[src/inc/uart_pkg.sv]
// constants and types shared by the serial shift engine
// assumes one 20 MHz clock; each clock is one phase of a machine cycle
`default_nettype none
package uart_pkg;
	// ****************************************
	// machine cycle: six states of two phases
	// ****************************************
	localparam logic [3:0] PH_S1P1 = 4'h0;
	localparam logic [3:0] PH_S3P1 = 4'h4;
	localparam logic [3:0] PH_S5P2 = 4'h9;
	localparam logic [3:0] PH_S6P2 = 4'hb;
	localparam logic [3:0] PH_LAST = 4'hb;
	// ****************************************
	// shift register patterns and counter states
	// ****************************************
	localparam logic [8:0] TX_MARK_END = 9'h003;
	localparam logic [7:0] RX_SYNC_INIT = 8'hfe;
	localparam logic [8:0] RX_ASYNC_INIT = 9'h1ff;
	localparam logic [3:0] DIV_LAST = 4'hf;
	localparam logic [3:0] SAMPLE_FIRST = 4'h7;
	localparam logic [3:0] SAMPLE_LAST = 4'h9;
	localparam int TX_FIFO_DEPTH = 4;
	// ****************************************
	// types
	// ****************************************
	typedef enum logic {MODE_SHIFT, MODE_ASYNC} mode_t;
	typedef enum logic [2:0] {TX_IDLE, TX_HOLD, TX_ARMED, TX_SEND, TX_DATA} tx_state_t;
	typedef enum logic [1:0] {RX_IDLE, RX_ARM, RX_SHIFT} rx_state_t;
	typedef struct packed {
		mode_t mode;
		logic multiproc_check_bit;
		logic rx_enable;
		logic tx_done_keep;
		logic rx_done_keep;
		logic fe_keep;
	} serial_ctrl_t;
	typedef struct packed {
		logic tx_done_flag;
		logic rx_done_flag;
		logic rx_ninth_bit;
		logic framing_error_flag;
		logic baud_double_bit;
	} serial_status_t;
endpackage
`default_nettype wire

[src/rtl/uart_engine.sv]
// serial shift engine: synchronous shift mode and 10-bit asynchronous mode
// assumes timer1_overflow is a one-clock pulse from logic on the same clock
`default_nettype none

// ****************************************
// transmit fifo
// ****************************************
module tx_fifo #(
	parameter int WIDTH = 8,
	parameter int DEPTH = 4
) (
	// clock and reset
	input wire logic clock,
	input wire logic resetn,
	// fill side
	input wire logic in_valid,
	input wire logic [WIDTH-1:0] in_data,
	output logic in_ready,
	// drain side
	output logic out_valid,
	input wire logic out_ready,
	output logic [WIDTH-1:0] out_data
);
	localparam int AW = $clog2(DEPTH);
	logic [WIDTH-1:0] mem [DEPTH];
	logic [AW-1:0] wr_reg;
	logic [AW-1:0] rd_reg;
	logic [AW:0] count_reg;
	logic [AW:0] count_next;
	logic push;
	logic pop;

	assign push = in_valid && in_ready;
	assign pop = out_valid && out_ready;
	assign count_next = count_reg + (AW+1)'(push) - (AW+1)'(pop);
	assign out_data = mem[rd_reg];

	// flags are registered so the top sees flop outputs
	always_ff @(posedge clock) begin
		if (!resetn) begin
			wr_reg <= '0;
			rd_reg <= '0;
			count_reg <= '0;
			in_ready <= 1'b0;
			out_valid <= 1'b0;
		end else begin
			if (push) begin
				mem[wr_reg] <= in_data;
				wr_reg <= wr_reg + 1'b1;
			end
			if (pop)
				rd_reg <= rd_reg + 1'b1;
			count_reg <= count_next;
			in_ready <= count_next != (AW+1)'(DEPTH);
			out_valid <= count_next != '0;
		end
	end
endmodule // tx_fifo

// ****************************************
// engine
// ****************************************
module uart_engine (
	// clock and reset
	input wire logic clock,
	input wire logic resetn,
	// transmit stream into the serial buffer
	input wire logic tx_valid,
	input wire logic [7:0] tx_data,
	output logic tx_ready,
	// control writes
	input wire logic serial_ctrl_write,
	input wire uart_pkg::serial_ctrl_t serial_ctrl_data,
	input wire logic power_ctrl_write,
	input wire logic baud_double_bit,
	input wire logic timer1_overflow,
	// receive buffer and status
	output logic [7:0] serial_buffer,
	output uart_pkg::serial_status_t status,
	// pins
	output logic port1_pin_zero,
	input wire logic port1_pin_one_in,
	output logic port1_pin_one_out,
	output logic port1_pin_one_oe
);
	import uart_pkg::*;

	typedef struct packed {
		logic [3:0] phase;
		logic prescale;
		logic [3:0] tx_div;
		logic [3:0] rx_div;
		tx_state_t tx_state;
		logic [8:0] tx_shift;
		logic tx_last;
		rx_state_t rx_state;
		logic [8:0] rx_shift;
		logic rx_last;
		logic rx_first;
		logic [2:0] rx_samp;
		logic [2:0] sync;
		logic line;
		logic line_prev;
		logic [7:0] buffer;
		logic ninth;
		logic tx_done;
		logic rx_done;
		logic fe;
		logic baud_double;
		logic multiproc;
		logic rx_enable;
		mode_t mode;
		logic pin0;
		logic pin1_out;
		logic pin1_oe;
	} state_t;

	state_t st_reg;
	state_t st_next;
	logic fifo_valid;
	logic [7:0] fifo_data;
	logic pop;
	logic tick;
	logic tx_roll;
	logic rx_roll;
	logic rx_bit;
	logic sclk;

	function automatic logic [7:0] reverse8(input logic [7:0] v);
		logic [7:0] r;
		r = '0;
		for (int i = 0; i < 8; i++)
			r[i] = v[7 - i];
		return r;
	endfunction

	function automatic logic majority3(input logic [2:0] v);
		return (v[0] & v[1]) | (v[0] & v[2]) | (v[1] & v[2]);
	endfunction

	// the fifo only drains while the transmitter is idle, so it really fills
	tx_fifo #(.WIDTH(8), .DEPTH(TX_FIFO_DEPTH)) u_fifo (
		.clock(clock),
		.resetn(resetn),
		.in_valid(tx_valid),
		.in_data(tx_data),
		.in_ready(tx_ready),
		.out_valid(fifo_valid),
		.out_ready(pop),
		.out_data(fifo_data)
	);

	// write at s6p2 in shift mode
	assign pop = fifo_valid && st_reg.tx_state == TX_IDLE
		&& (st_reg.mode == MODE_ASYNC
		|| (st_reg.phase == PH_S6P2 && st_reg.rx_state == RX_IDLE));
	// double bit passes every overflow, else every second one
	assign tick = timer1_overflow && (st_reg.baud_double || st_reg.prescale);
	assign tx_roll = tick && st_reg.tx_div == DIV_LAST;
	assign rx_roll = tick && st_reg.rx_div == DIV_LAST;
	assign rx_bit = majority3(st_reg.rx_samp);
	// shift clock low in s3 through s5
	assign sclk = !(st_reg.phase >= PH_S3P1 && st_reg.phase <= PH_S5P2);

	always_comb begin
		st_next = st_reg;
		st_next.phase = (st_reg.phase == PH_LAST) ? '0 : st_reg.phase + 4'h1;
		if (timer1_overflow)
			st_next.prescale = !st_reg.prescale;
		if (tick)
			st_next.tx_div = st_reg.tx_div + 4'h1;
		// a change counts once the last two stages agree
		st_next.sync = {st_reg.sync[1:0], port1_pin_one_in};
		if (st_reg.sync[1] == st_reg.sync[2])
			st_next.line = st_reg.sync[2];
		st_next.line_prev = st_reg.line;
		// clears come first so a same-cycle set wins
		if (serial_ctrl_write) begin
			st_next.mode = serial_ctrl_data.mode;
			st_next.multiproc = serial_ctrl_data.multiproc_check_bit;
			st_next.rx_enable = serial_ctrl_data.rx_enable;
			if (!serial_ctrl_data.tx_done_keep)
				st_next.tx_done = 1'b0;
			if (!serial_ctrl_data.rx_done_keep)
				st_next.rx_done = 1'b0;
			if (!serial_ctrl_data.fe_keep)
				st_next.fe = 1'b0;
		end
		if (power_ctrl_write)
			st_next.baud_double = baud_double_bit;

		// ****************************************
		// transmitter
		// ****************************************
		unique case (st_reg.tx_state)
			TX_IDLE: begin
				// marker one in the ninth position
				if (pop) begin
					st_next.tx_shift = {1'b1, fifo_data};
					st_next.tx_state = TX_HOLD;
				end
			end
			TX_HOLD: begin
				if (st_reg.mode == MODE_SHIFT) begin
					// one full machine cycle before send
					if (st_reg.phase == PH_S6P2)
						st_next.tx_state = TX_SEND;
				end else if (tx_roll) begin
					st_next.tx_state = TX_ARMED;
				end
			end
			TX_ARMED: begin
				if (st_reg.phase == PH_S1P1)
					st_next.tx_state = TX_SEND;
			end
			TX_SEND: begin
				if (st_reg.mode == MODE_ASYNC) begin
					// start bit until the next divider rollover
					if (tx_roll)
						st_next.tx_state = TX_DATA;
				end else if (st_reg.tx_last) begin
					// done at s1p1 after the last shift
					if (st_reg.phase == PH_S1P1) begin
						st_next.tx_last = 1'b0;
						st_next.tx_state = TX_IDLE;
						st_next.tx_done = 1'b1;
					end
				// shift right, zeros from the left
				end else if (st_reg.phase == PH_S6P2) begin
					st_next.tx_shift = {1'b0, st_reg.tx_shift[8:1]};
					// only the marker position counts; bit zero holds the data msb
					st_next.tx_last = st_reg.tx_shift[8:1] == TX_MARK_END[8:1];
				end
			end
			TX_DATA: begin
				// first shift one bit time after data
				if (tx_roll) begin
					st_next.tx_shift = {1'b0, st_reg.tx_shift[8:1]};
					if (st_reg.tx_shift[8:1] == TX_MARK_END[8:1]) begin
						st_next.tx_state = TX_IDLE;
						st_next.tx_done = 1'b1;
					end
				end
			end
			default: st_next.tx_state = TX_IDLE;
		endcase

		// ****************************************
		// receiver
		// ****************************************
		unique case (st_reg.rx_state)
			RX_IDLE: begin
				if (st_reg.rx_enable && st_reg.mode == MODE_SHIFT) begin
					// start on enable with done clear
					if (!st_reg.rx_done && st_reg.phase == PH_S1P1
						&& st_reg.tx_state == TX_IDLE)
						st_next.rx_state = RX_ARM;
				end else if (st_reg.rx_enable && st_reg.line_prev && !st_reg.line) begin
					st_next.rx_div = '0;
					st_next.rx_shift = RX_ASYNC_INIT;
					st_next.rx_first = 1'b1;
					st_next.rx_state = RX_SHIFT;
				end
			end
			RX_ARM: begin
				// load pattern, receive from the next phase
				if (st_reg.phase == PH_S6P2) begin
					st_next.rx_shift = {1'b1, RX_SYNC_INIT};
					st_next.rx_state = RX_SHIFT;
				end
			end
			RX_SHIFT: begin
				if (st_reg.mode == MODE_SHIFT) begin
					// sample at s5p2, shift left at s6p2
					if (st_reg.phase == PH_S5P2)
						st_next.rx_samp[0] = st_reg.line;
					if (st_reg.rx_last) begin
						if (st_reg.phase == PH_S1P1) begin
							st_next.rx_last = 1'b0;
							st_next.rx_state = RX_IDLE;
							st_next.rx_done = 1'b1;
						end
					end else if (st_reg.phase == PH_S6P2) begin
						st_next.rx_shift = {st_reg.rx_shift[7:0], st_reg.rx_samp[0]};
						// zero at the left: last shift loads buffer
						if (!st_reg.rx_shift[7]) begin
							st_next.rx_last = 1'b1;
							st_next.buffer = reverse8({st_reg.rx_shift[6:0], st_reg.rx_samp[0]});
						end
					end
				end else begin
					// samples at counter states seven to nine
					if (tick) begin
						st_next.rx_div = st_reg.rx_div + 4'h1;
						if (st_reg.rx_div >= SAMPLE_FIRST && st_reg.rx_div <= SAMPLE_LAST)
							st_next.rx_samp = {st_reg.rx_samp[1:0], st_reg.line};
					end
					if (rx_roll) begin
						st_next.rx_shift = {st_reg.rx_shift[7:0], rx_bit};
						st_next.rx_first = 1'b0;
						// false start goes back to watching
						if (st_reg.rx_first && rx_bit) begin
							st_next.rx_state = RX_IDLE;
						// start bit at the left: final shift
						end else if (!st_reg.rx_first && !st_reg.rx_shift[8]) begin
							// back to edge search either way
							st_next.rx_state = RX_IDLE;
							if (!rx_bit)
								st_next.fe = 1'b1;
							if (!st_reg.rx_done && (!st_reg.multiproc || rx_bit)) begin
								// stop bit into the ninth bit flag
								st_next.buffer = reverse8(st_reg.rx_shift[7:0]);
								st_next.ninth = rx_bit;
								st_next.rx_done = 1'b1;
							end
						end
					end
				end
			end
			default: st_next.rx_state = RX_IDLE;
		endcase

		// ****************************************
		// pins
		// ****************************************
		if (st_reg.mode == MODE_SHIFT) begin
			// data on pin one, shift clock on pin zero
			st_next.pin0 = (st_reg.tx_state == TX_SEND || st_reg.rx_state == RX_SHIFT)
				? sclk : 1'b1;
			st_next.pin1_out = st_reg.tx_shift[0];
			st_next.pin1_oe = st_reg.tx_state == TX_SEND;
		end else begin
			// start bit low, then the shift output
			st_next.pin0 = (st_reg.tx_state == TX_SEND) ? 1'b0
				: (st_reg.tx_state == TX_DATA) ? st_reg.tx_shift[0] : 1'b1;
			st_next.pin1_out = 1'b1;
			st_next.pin1_oe = 1'b0;
		end
	end

	always_ff @(posedge clock) begin
		if (!resetn) begin
			st_reg <= '0;
			// baud double cleared by the zero reset
			st_reg.sync <= 3'h7;
			st_reg.line <= 1'b1;
			st_reg.line_prev <= 1'b1;
			st_reg.pin0 <= 1'b1;
			st_reg.pin1_out <= 1'b1;
		end else begin
			st_reg <= st_next;
		end
	end

	// the read side only ever shows the receive buffer
	assign serial_buffer = st_reg.buffer;
	assign status = '{st_reg.tx_done, st_reg.rx_done, st_reg.ninth, st_reg.fe,
		st_reg.baud_double};
	assign port1_pin_zero = st_reg.pin0;
	assign port1_pin_one_out = st_reg.pin1_out;
	assign port1_pin_one_oe = st_reg.pin1_oe;
endmodule // uart_engine
`default_nettype wire

[config.mk]
export PLATFORM = sky130hd
export DESIGN_NAME = uart_engine
export DESIGN_NICKNAME = d
export VERILOG_FILES = /design/src/inc/uart_pkg.sv /design/src/rtl/uart_engine.sv
export SDC_FILE = /design/constraint.sdc
export NUM_CORES = 1
export LEC_CHECK = 0
export BUFFER_PORTS_ARGS = -buffer_cell sky130_fd_sc_hd__buf_4
export CAP_MARGIN = 10
export CORE_UTILIZATION = 50
export DETAILED_ROUTE_END_ITERATION = 10
export HOLD_SLACK_MARGIN = 0.1
export PLACE_DENSITY = 0.68
export SLEW_MARGIN = 0
export SYNTH_ARGS = -nofsm -noshare
export SYNTH_HDL_FRONTEND = slang
export SYNTH_SLANG_ARGS = --single-unit
[constraint.sdc]
create_clock -name clock -period 2.9 [get_ports clock]
set_clock_uncertainty 0.05 [all_clocks]
set_input_delay 0.58 -clock clock [delete_from_list [all_inputs] [get_ports clock]]
set_output_delay 0.58 -clock clock [all_outputs]
set_load 0.01 [all_outputs]
==> results of run 1 <==
==> worst register-to-register path, cell delays in order, from the launching register on <==
cell     delay, ns
dfxtp_4       0.39
inv_2         0.06
ha_4          0.15
and4b_1       0.19
o211a_1       0.23
ha_1          0.27
inv_1         0.06
ha_2          0.15
inv_1         0.04
fa_2          0.33
xor2_1        0.16
xnor2_1       0.18
nor2_1        0.07
or3_1         0.35
==> metal layers <==
metal	part of all wire	track usage	wire (um)
met1	0.45	0.253	4330
met2	0.49	0.335	4740
met3	0.042	0.0481	407
met4	0.023	0.0672	227
met5	0	0	0
==> area by class of cell <==
type	count	area, um^2	area share
Clock inverter	7	75.1	0.0133
Multi-Input combinational cell	319	2330	0.412
Timing Repair Buffer	51	383	0.0677
Inverter	17	63.8	0.0113
Clock buffer	9	124	0.0219
Tap cell	133	166	0.0294
Sequential cell	109	2510	0.444
==> worst max path at each step <==
stage / cells past startpoint / start / endpoint / slack [ns]
5_1_grt: 13 / st_reg[39] / u_fifo.out_valid / -0.002
6_report: 13 / st_reg[39] / u_fifo.out_valid / 0.12
3_3_place_gp: 13 / st_reg[38] / u_fifo.out_valid / 0.1
3_5_place_dp: 13 / st_reg[38] / u_fifo.out_valid / 0.06
2_1_floorplan: 14 / st_reg[38] / u_fifo.out_valid / 0.03
4_1_cts: 13 / st_reg[39] / u_fifo.out_valid / 0.04
==> logic make-up after synthesis <==
family / Yosys count / share of synthesized area
mux: 26 / 0.0704
buf+inv: 56 / 0.0589
simple gates: 165 / 0.174
xor+xnor: 13 / 0.0222
flops: 109 / 0.489
fa+ha+maj: 20 / 0.0501
compound gates: 95 / 0.135
==> cell usage in the layout, fill, tap and decap left out, types with 7 or more instances in the layout <==
cell,synthesis,layout
dfxtp_1,77,74
nor2_1,52,52
buf_4,16,51
edfxtp_1,32,32
nand2_1,27,27
a21oi_1,22,22
a211oi_1,19,19
mux2i_1,18,18
ha_1,18,16
inv_1,16,13
nor2b_1,13,13
o21ai_0,13,13
nand3_1,10,10
nor3_1,9,9
a32oi_1,9,9
clkbuf_8,0,9
mux4_2,8,8
nand2b_1,7,7
xnor2_1,7,7
==> repair_timing <==
item | in CTS | in global routing
setup buffers | 0 | 4
gates resized for setup | 0 | 7
setup endpoints to repair | 0 | 1
endpoints found under the hold margin | 0 | 0
==> where the power goes <==
group / switching (uW) / internal (uW)
Sequential: 176 / 1760
Combinational: 596 / 525
Clock: 569 / 341
==> per-stage QoR <==
step / hold WS [ns] / instances / power [uW] / TNS (ns) / setup WS [ns]
2_1_floorplan: 0.336 / 484 / 2870 / 0 / 0.0330
3_3_place_gp: 0.352 / 625 / 3020 / 0 / 0.0963
3_5_place_dp: 0.354 / 625 / 3060 / 0 / 0.0580
4_1_cts: 0.326 / 641 / 3960 / 0 / 0.0386
5_1_grt: 0.310 / 645 / 4250 / -0.00234 / -0.00234
6_report: 0.338 / 645 / 3970 / 0 / 0.120
==> synthesized netlist by cell type (7+ instances only) <==
master	instances	share of area
buf_4	16	0.023
nor2_1	52	0.038
o21ai_0	13	0.013
edfxtp_1	32	0.19
nand2_1	27	0.020
a21oi_1	22	0.022
nor2b_1	13	0.016
a211oi_1	19	0.028
nand3_1	10	0.0098
inv_1	16	0.012
clkbuf_1	10	0.0073
xnor2_1	7	0.012
nor3_1	9	0.0088
a32oi_1	9	0.015
dfxtp_1	77	0.30
mux4_2	8	0.035
ha_1	18	0.044
nand2b_1	7	0.0086
mux2i_1	18	0.035
==> results by group, run 1 <==
Final layout
  • Design area: 0.00565 mm^2
  • Diodes inserted: 0
  • Area Overhead vs Synth: 10.4%
  • Share of cells above drive strength 1: 0.197
  • Max reg flops: 47
  • Final Core Density: 0.573
  • Final net count: 548
  • # fillers: 803

Worst hold path
  • Worst hold path type: input pin to flop
  • Hold_sp: tx_data[7]
  • Hold depth: 1
  • WHS Endpoint: u_fifo.mem[1][7]

Worst setup path
  • CP Cell Sequence: inv_2 -> ha_4 -> and4b_1 -> o211a_1 -> ha_1 -> inv_1 -> ha_2 -> inv_1 -> fa_2 -> xor2_1 -> xnor2_1 -> nor2_1 -> or3_1
  • CP required: 3.12 ns
  • R2R Setup Slk: 0.12 ns
  • Buf+Inv Stages, Crit Path: 3
  • Most Frequent Cell on Critical Path: inv_1
  • Startpoint types: flop
  • R2R Path Start: st_reg[39]
  • Top delay family on crit path: adder cells
  • Critical path class: flop to flop
  • Reg2Reg Depth: 13
  • Element type at the critical path end: flop
  • Arrival time worst endpoint: 3.00 ns
  • CP max FO: 4
  • CP max stage delay: 0.39 ns
  • Critical-path top delay cell: dfxtp_4
  • Worst R2R End: u_fifo.out_valid

Clocking
  • Number of buffers created by CTS: 9
  • CTS Root Cell: clkbuf_8
  • CTS max path bufs: 2
  • Hold-fix buffers at CTS: 0
  • Clock-pin slew on the worst setup and hold paths: 0.12 ns
  • H-tree depth: 3
  • CTS tree: built
  • Skew-Pair Late Insertion Delay: 0.38 ns
  • Clk sinks: 109

STA
  • Hold Fails Final Rpt: 0
  • Period utilization: 0.959
  • Fin. max-slew vios: 0
  • Max-slew headroom: 0.401
  • Minimum clock period: 2.78 ns
  • Max Fclk: 360 MHz
  • Setup Viol. Count Final: 0
  • Worst Tran Pin Value: 0.889 ns

Global routing
  • Total gr overflow: 0
  • Vias in the first global route: 3405
  • Largest net degree at the start of global routing: 58
  • Total track usage: 0.200
  • First-pass GRT wire length: 16200 um
  • Number of antenna violations at the first check in global routing: 0

Logic synthesis
  • Cell variety after synth: 71
  • Sequential cell area fraction in the yosys report: 0.489
  • YS warnings: 0
  • Mapped Nets: 525
  • Synth Cell Area: 0.00512 mm^2
  • Asr flop ratio synth: 0
  • Cells after Synth: 484
  • EDFF count, synth: 32
  • Ys flop type: dfxtp_1
  • Register bit total from synthesis: 109
  • Avg Synthesized Cell Area: 10.6 um^2

Floorplanning
  • Die footprint: 0.0106 mm^2
  • Row cnt: 36
  • Die W: 103 um
  • Die Ht: 103 um
  • Initial core utilization: 0.519
  • Num ports: 39
  • Core area: 0.00986 mm^2

Place
  • IO buf count: 38
  • Dpl hpwl: 6790 um
  • Placed cell area: 0.00540 mm^2
  • Final GP Congestion: 0.816

Routing
  • Initial DRC Count: 177
  • Vias: 3586
  • Final WL: 9700 um
  • Final ANT Viol Nets: 0
  • Vias per inst: 5.56
  • 1st-pass router iterations: 4
  • Drt wl/cell: 15.0 um
  • # DRC: 0

Power
  • PD cells: 702 mW/mm^2
  • Maximum vdd drop: 0.524 mV
  • Leakage: 0.00208 uW

Flow run
  • Max Cap Viol: 0

Run status
  • Status: completed
Note: power is estimated with default switching activity, not from simulation.
==> run 2: changes to the inputs <==
--- a/config.mk
+++ b/config.mk
@@ -7,6 +7,7 @@
 export LEC_CHECK = 0
 export BUFFER_PORTS_ARGS = -buffer_cell sky130_fd_sc_hd__buf_4
 export CAP_MARGIN = 10
+export CORE_MARGIN = 8
 export CORE_UTILIZATION = 50
 export DETAILED_ROUTE_END_ITERATION = 10
 export HOLD_SLACK_MARGIN = 0.1
==> run 2 against run 1 <==
- sequential cell count is the same
- count of clock-buffer cells in the layout did not move
- via count decreased by 0.53%
- design area rose by 0.53%
- clock power rose by 8.8%
- critical path depth stayed put
- global-route usage fell by 4.9 points
- die area is 29% higher
- worst setup slack worse by 0.0032 ns
- total power grew 1.8%
- combinational power hardly changed
- non-clock buffer count increased by 1
- critical path type unchanged
- critical endpoint unchanged
- largest power group unchanged
==> results by group, run 2 (synthesis gave the netlist of run 1 again) <==
Worst setup path
  • CP required: 3.12 ns (about the same)
  • R2R Setup Slk: 0.12 ns (about the same)
  • CP max stage delay: 0.38 ns (about the same)
  • Buf+Inv Stages, Crit Path: 3 (unchanged)
  • Crit path from: st_reg[39]
  • CP max FO: 4 (unchanged)
  • Top delay family on crit path: adder cells
  • Arrival time worst endpoint: 3.00 ns (about the same)
  • Startpoint types: flop
  • R2R Path Start: st_reg[39]
  • Critical path class: flop to flop
  • Reg2Reg Depth: 13 (unchanged)
  • Element type at the critical path end: flop
  • Critical-path top delay cell: dfxtp_4
  • CP Cell Sequence: inv_2 -> ha_2 -> and4b_1 -> o211a_1 -> ha_1 -> inv_1 -> ha_1 -> inv_1 -> fa_2 -> xor2_1 -> xnor2_1 -> nor2_1 -> or3_1
  • Worst R2R End: u_fifo.out_valid

Floorplanning
  • Initial core utilization: 0.505 (-0.0140)
  • Die Ht: 117 um (+14%)
  • Die footprint: 0.0137 mm^2 (+29%)
  • Row cnt: 37 (+2.8%)
  • Num ports: 39 (unchanged)
  • Core area: 0.0101 mm^2 (+2.8%)
  • Die W: 117 um (+14%)

Routing
  • Initial DRC Count: 228 (+29%)
  • Vias per inst: 5.50 (-1.1%)
  • Final WL: 9810 um (+1.1%)
  • Drt wl/cell: 15.1 um (+0.48%)
  • Vias: 3567 (-0.53%)
  • Final ANT Viol Nets: 0 (unchanged)
  • # DRC: 0 (unchanged)
  • 1st-pass router iterations: 4 (unchanged)

Clocking
  • CTS tree: built
  • Number of buffers created by CTS: 9 (unchanged)
  • H-tree depth: 3 (unchanged)
  • CTS max path bufs: 2 (unchanged)
  • Skew-Pair Late Insertion Delay: 0.37 ns (about the same)
  • Hold-fix buffers at CTS: 0 (unchanged)
  • Clock-pin slew on the worst setup and hold paths: 0.12 ns (about the same)
  • Clk sinks: 109 (unchanged)
  • CTS Root Cell: clkbuf_8

Final layout
  • Area Overhead vs Synth: 11.0%
  • Most frequent cells in the layout: 74 x dfxtp_1, 52 x nor2_1, 52 x buf_4
  • Area of the multi-input gates: 0.00232 mm^2 (-0.43%)
  • Most common cell after layout, fill and taps aside: dfxtp_1
  • FF+latch area: 0.00251 mm^2 (about the same)
  • Final Core Density: 0.560 (-0.0125)
  • Final net count: 549 (+0.18%)
  • Design area: 0.00568 mm^2 (+0.53%)
  • Max reg flops: 47 (unchanged)
  • Diodes inserted: 0 (unchanged)
  • # fillers: 880 (+9.6%)
  • Share of cells above drive strength 1: 0.197 (-0.000385)

Worst hold path
  • Hold_sp: port1_pin_one_in
  • WHS Endpoint: st_next[22]
  • Hold depth: 2 (+1)
  • Worst hold path type: input pin to flop

STA
  • Setup Viol. Count Final: 0 (unchanged)
  • Max-slew headroom: 0.466 (+0.0655)
  • Setup TNS: 0 ns (unchanged)
  • Hold Slack: 0.338 ns (+0.0000880 ns)
  • RSZ-0062 raised after global routing: true
  • Fin. max-slew vios: 0 (unchanged)
  • Period utilization: 0.960 (+0.00110)
  • Hold Fails Final Rpt: 0 (unchanged)
  • Minimum clock period: 2.78 ns (+0.00320 ns)
  • Worst Tran Pin Value: 0.792 ns (-0.0972 ns)
  • Max Fclk: 359 MHz (-0.12%)

Global routing
  • Total gr overflow: 0 (unchanged)
  • Largest net degree at the start of global routing: 58 (unchanged)
  • Number of antenna violations at the first check in global routing: 0 (unchanged)
  • Total track usage: 0.151 (-0.0490)
  • First-pass GRT wire length: 16300 um (+0.68%)
  • Vias in the first global route: 3408 (+0.088%)

Place
  • Final GP Congestion: 0.819 (+0.28%)
  • Placed cell area: 0.00542 mm^2 (+0.21%)
  • IO buf count: 38 (unchanged)
  • Dpl hpwl: 6910 um (+1.7%)

Power
  • PD cells: 711 mW/mm^2 (+1.3%)
  • Maximum vdd drop: 0.428 mV (-18%)
  • Leakage: 0.00209 uW (+0.79%)

Flow run
  • Max Cap Viol: 0 (unchanged)

Run status
  • Status: completed
==> run 2: final cells by class <==
cell class	instances	share of cell area
Clock inverter	7	0.0178
Timing Repair Buffer	52	0.0687
Multi-Input combinational cell	319	0.409
Sequential cell	109	0.442
Clock buffer	9	0.0218
Tap cell	136	0.0299
Inverter	17	0.0112
==> run 2: worst max path at each step <==
stage                                   to  slack [ns]  cells after the start
after CTS                 u_fifo.out_valid       0.002                     13
final                     u_fifo.out_valid        0.12                     13
after detailed placement  u_fifo.out_valid      -0.009                     13
after global placement    u_fifo.out_valid        0.08                     13
after floorplan           u_fifo.out_valid        0.03                     14
after global routing      u_fifo.out_valid       -0.06                     13
==> run 2: stage by stage <==
stage / cells / setup WS (ns) / total power [uW]
6_report: 649 / 0.117 / 4040
3_3_place_gp: 629 / 0.0841 / 3040
4_1_cts: 645 / 0.00210 / 4070
2_1_floorplan: 484 / 0.0330 / 2870
3_5_place_dp: 629 / -0.00933 / 3070
5_1_grt: 649 / -0.0611 / 4290
==> run 2: what timing repair did <==
action | in CTS | in global routing
pin swaps | 1 | 5
setup endpoints to repair | 1 | 1
setup buffers | 0 | 4
gates resized for setup | 0 | 6
==> run 2: layer usage <==
metal,vias up,GRT usage,share of wire
met2,65,0.264,0.51
met1,1719,0.183,0.44
met5,-,0,0
met4,0,0.0469,0.0076
li1,1777,-,-
met3,6,0.0282,0.040
==> run 2: power by group <==
group          internal (uW)  switching, uW
registers               1760            164
clock network            369            620
logic                    518            608
==> run 3: changes to the inputs <==
--- a/config.mk
+++ b/config.mk
@@ -11,7 +11,8 @@
 export CORE_UTILIZATION = 50
 export DETAILED_ROUTE_END_ITERATION = 10
 export HOLD_SLACK_MARGIN = 0.1
-export PLACE_DENSITY = 0.68
+export PLACE_DENSITY = 0.65
+export SETUP_SLACK_MARGIN = 0.4
 export SLEW_MARGIN = 0
 export SYNTH_ARGS = -nofsm -noshare
 export SYNTH_HDL_FRONTEND = slang
==> constraint.sdc (replaced) <==
create_clock -name clock -period 2.6 [get_ports clock]
set_clock_uncertainty 0.05 [all_clocks]
set_input_delay 0.52 -clock clock [delete_from_list [all_inputs] [get_ports clock]]
set_output_delay 0.52 -clock clock [all_outputs]
set_load 0.01 [all_outputs]
==> run 3 against run 2 <==
- clock power grew 4%
- design area grew 3.1%
- cell count is 1.8% higher
- critical path depth shrank 1
- sequential cell count unchanged
- total power is 17% higher
- fmax shrank 1.2%
- worst setup slack got worse by 0.33 ns
- first-iteration DRC count shrank 21%
- the flow now finishes with violations (setup timing)
==> results by group, run 3 (synthesis gave the netlist of run 1 again) <==
Run status
  • Status: complete, but fails checks
  • Failing checks: setup timing

Worst setup path
  • Arrival time worst endpoint: 3.02 ns (+0.02 ns)
  • CP max FO: 2 (-2)
  • CP required: 2.80 ns (-0.32 ns)
  • Critical path class: flop to flop
  • Element type at the critical path end: flop
  • Startpoint types: flop

Global routing
  • Largest net degree at the start of global routing: 58 (unchanged)
  • Total gr overflow: 0 (unchanged)
  • Total track usage: 0.157 (+0.00660)
  • Vias in the first global route: 3543 (+4.0%)
  • Number of antenna violations at the first check in global routing: 0 (unchanged)
  • First-pass GRT wire length: 17000 um (+4.2%)

Clocking
  • CTS tree: built
  • CTS Root Cell: clkbuf_8
  • CTS max path bufs: 2 (unchanged)
  • Clk sinks: 109 (unchanged)
  • Hold-fix buffers at CTS: 0 (unchanged)
  • Skew-Pair Late Insertion Delay: 0.37 ns (about the same)
  • Clock-pin slew on the worst setup and hold paths: 0.11 ns (about the same)
  • Number of buffers created by CTS: 9 (unchanged)
  • H-tree depth: 3 (unchanged)

Floorplanning
  • Row cnt: 37 (unchanged)
  • Core area: 0.0101 mm^2 (unchanged)
  • Die footprint: 0.0137 mm^2 (unchanged)
  • Die Ht: 117 um (unchanged)
  • Die W: 117 um (unchanged)
  • Num ports: 39 (unchanged)
  • Initial core utilization: 0.505 (unchanged)

Final layout
  • Post-Layout Cell Count: 661 (+1.8%)
  • Diodes inserted: 0 (unchanged)
  • Most frequent cells in the layout: 73 x dfxtp_1, 62 x buf_4, 52 x nor2_1
  • Final net count: 561 (+2.2%)
  • Max reg flops: 47 (unchanged)
  • # fillers: 881 (+0.11%)
  • Area Overhead vs Synth: 14.4%
  • Most common cell after layout, fill and taps aside: dfxtp_1
  • Share of cells above drive strength 1: 0.242 (+0.0450)

Routing
  • Drt wl/cell: 15.7 um (+4.0%)
  • Vias: 3598 (+0.87%)
  • Initial DRC Count: 181 (-21%)
  • # DRC: 0 (unchanged)
  • 1st-pass router iterations: 4 (unchanged)
  • Final WL: 10400 um (+5.9%)
  • Final ANT Viol Nets: 0 (unchanged)
  • Vias per inst: 5.44 (-0.96%)

Place
  • Dpl hpwl: 7210 um (+4.3%)
  • Placed Cells: 636 (+1.1%)
  • Final GP Congestion: 0.822 (+0.39%)
  • IO buf count: 38 (unchanged)

Worst hold path
  • Worst hold path type: input pin to flop

STA
  • Max Fclk: 355 MHz (-1.2%)
  • Setup Viol. Count Final: 3 (+3)
  • Hold Fails Final Rpt: 0 (unchanged)
  • Hold Slack: 0.279 ns (-0.0597 ns)
  • Setup ws final: -0.218 ns (-0.334 ns)
  • Fin. max-slew vios: 0 (unchanged)
  • Minimum clock period: 2.82 ns (+0.0341 ns)
  • RSZ-0062 raised after global routing: true
  • Period utilization: 1.08 (+0.124)
  • Max-slew headroom: 0.400 (-0.0661)
  • Worst Tran Pin Value: 0.890 ns (+0.0981 ns)

Power
  • PD cells: 806 mW/mm^2 (+13%)
  • Maximum vdd drop: 0.421 mV (-1.5%)
  • Leakage: 0.00216 uW (+3.1%)

Flow run
  • Max Cap Viol: 0 (unchanged)
==> run 3: path summary, 6_finish.rpt <==
| path | start | endpoint | slack, ns | cells past startpoint |
|---|---|---|---|---|
| max | st_reg[62] | u_fifo.out_valid | -0.22 | 12 |
| min | port1_pin_one_in | st_next[22] | 0.28 | 2 |
| max reg2reg | st_reg[62] | u_fifo.out_valid | -0.22 | 12 |
| min reg2reg | st_next[22] | st_next[23] | 0.37 | 1 |
==> run 3: cell type report <==
cell class	count	area [um^2]	area share
Tap cell	136	170	0.0291
Sequential cell	109	2510	0.428
Clock inverter	7	81.3	0.0139
Multi-Input combinational cell	319	2410	0.411
Timing Repair Buffer	64	497	0.0848
Inverter	17	70.1	0.0120
Clock buffer	9	124	0.0212
==> run 3: what timing repair did <==
item                                    4_1_cts  5_1_grt
endpoints found under the setup margin        6       29
hold endpoints to repair                      0        0
gates resized for setup                      10       12
cloned                                        0        0
pin swaps                                     6        4
buffers inserted                              3        6
==> run 3: critical path: stages (launching register included) <==
cell	delay, ns
dfxtp_2	0.35
ha_2	0.19
and4b_1	0.21
o211a_1	0.24
ha_1	0.28
inv_1	0.07
ha_2	0.16
inv_2	0.03
fa_2	0.37
xor2_4	0.18
xnor2_2	0.17
nor2_1	0.07
or3_1	0.32
==> run 3: stage by stage <==
step / utilization / setup TNS [ns] / cell area [um^2] / power (uW) / worst slack, ns
after floorplan: - / -0.222 / 5130 / 3200 / -0.196
after global placement: 0.540 / -0.0811 / 5470 / 3440 / -0.0811
after detailed placement: 0.540 / -0.145 / 5470 / 3490 / -0.145
after CTS: 0.566 / -0.120 / 5730 / 4560 / -0.120
after global routing: 0.578 / -0.774 / 5860 / 5000 / -0.329
final: 0.578 / -0.442 / 5860 / 4720 / -0.218
==> run 3: layer usage <==
layer / vias to the layer above / share of wire / GRT usage
met1: 1708 / 0.46 / 0.197
met2: 61 / 0.49 / 0.265
met3: 16 / 0.030 / 0.0236
li1: 1813 / - / -
met5: - / 0 / 0
met4: 0 / 0.019 / 0.0674
==> run 3: power breakdown <==
part	internal, uW	switching, uW	leakage [uW]
sequential	1960	166	0.000918
combinational	770	789	0.00113
clock	387	644	0.000104
total	3120	1600	0.00216
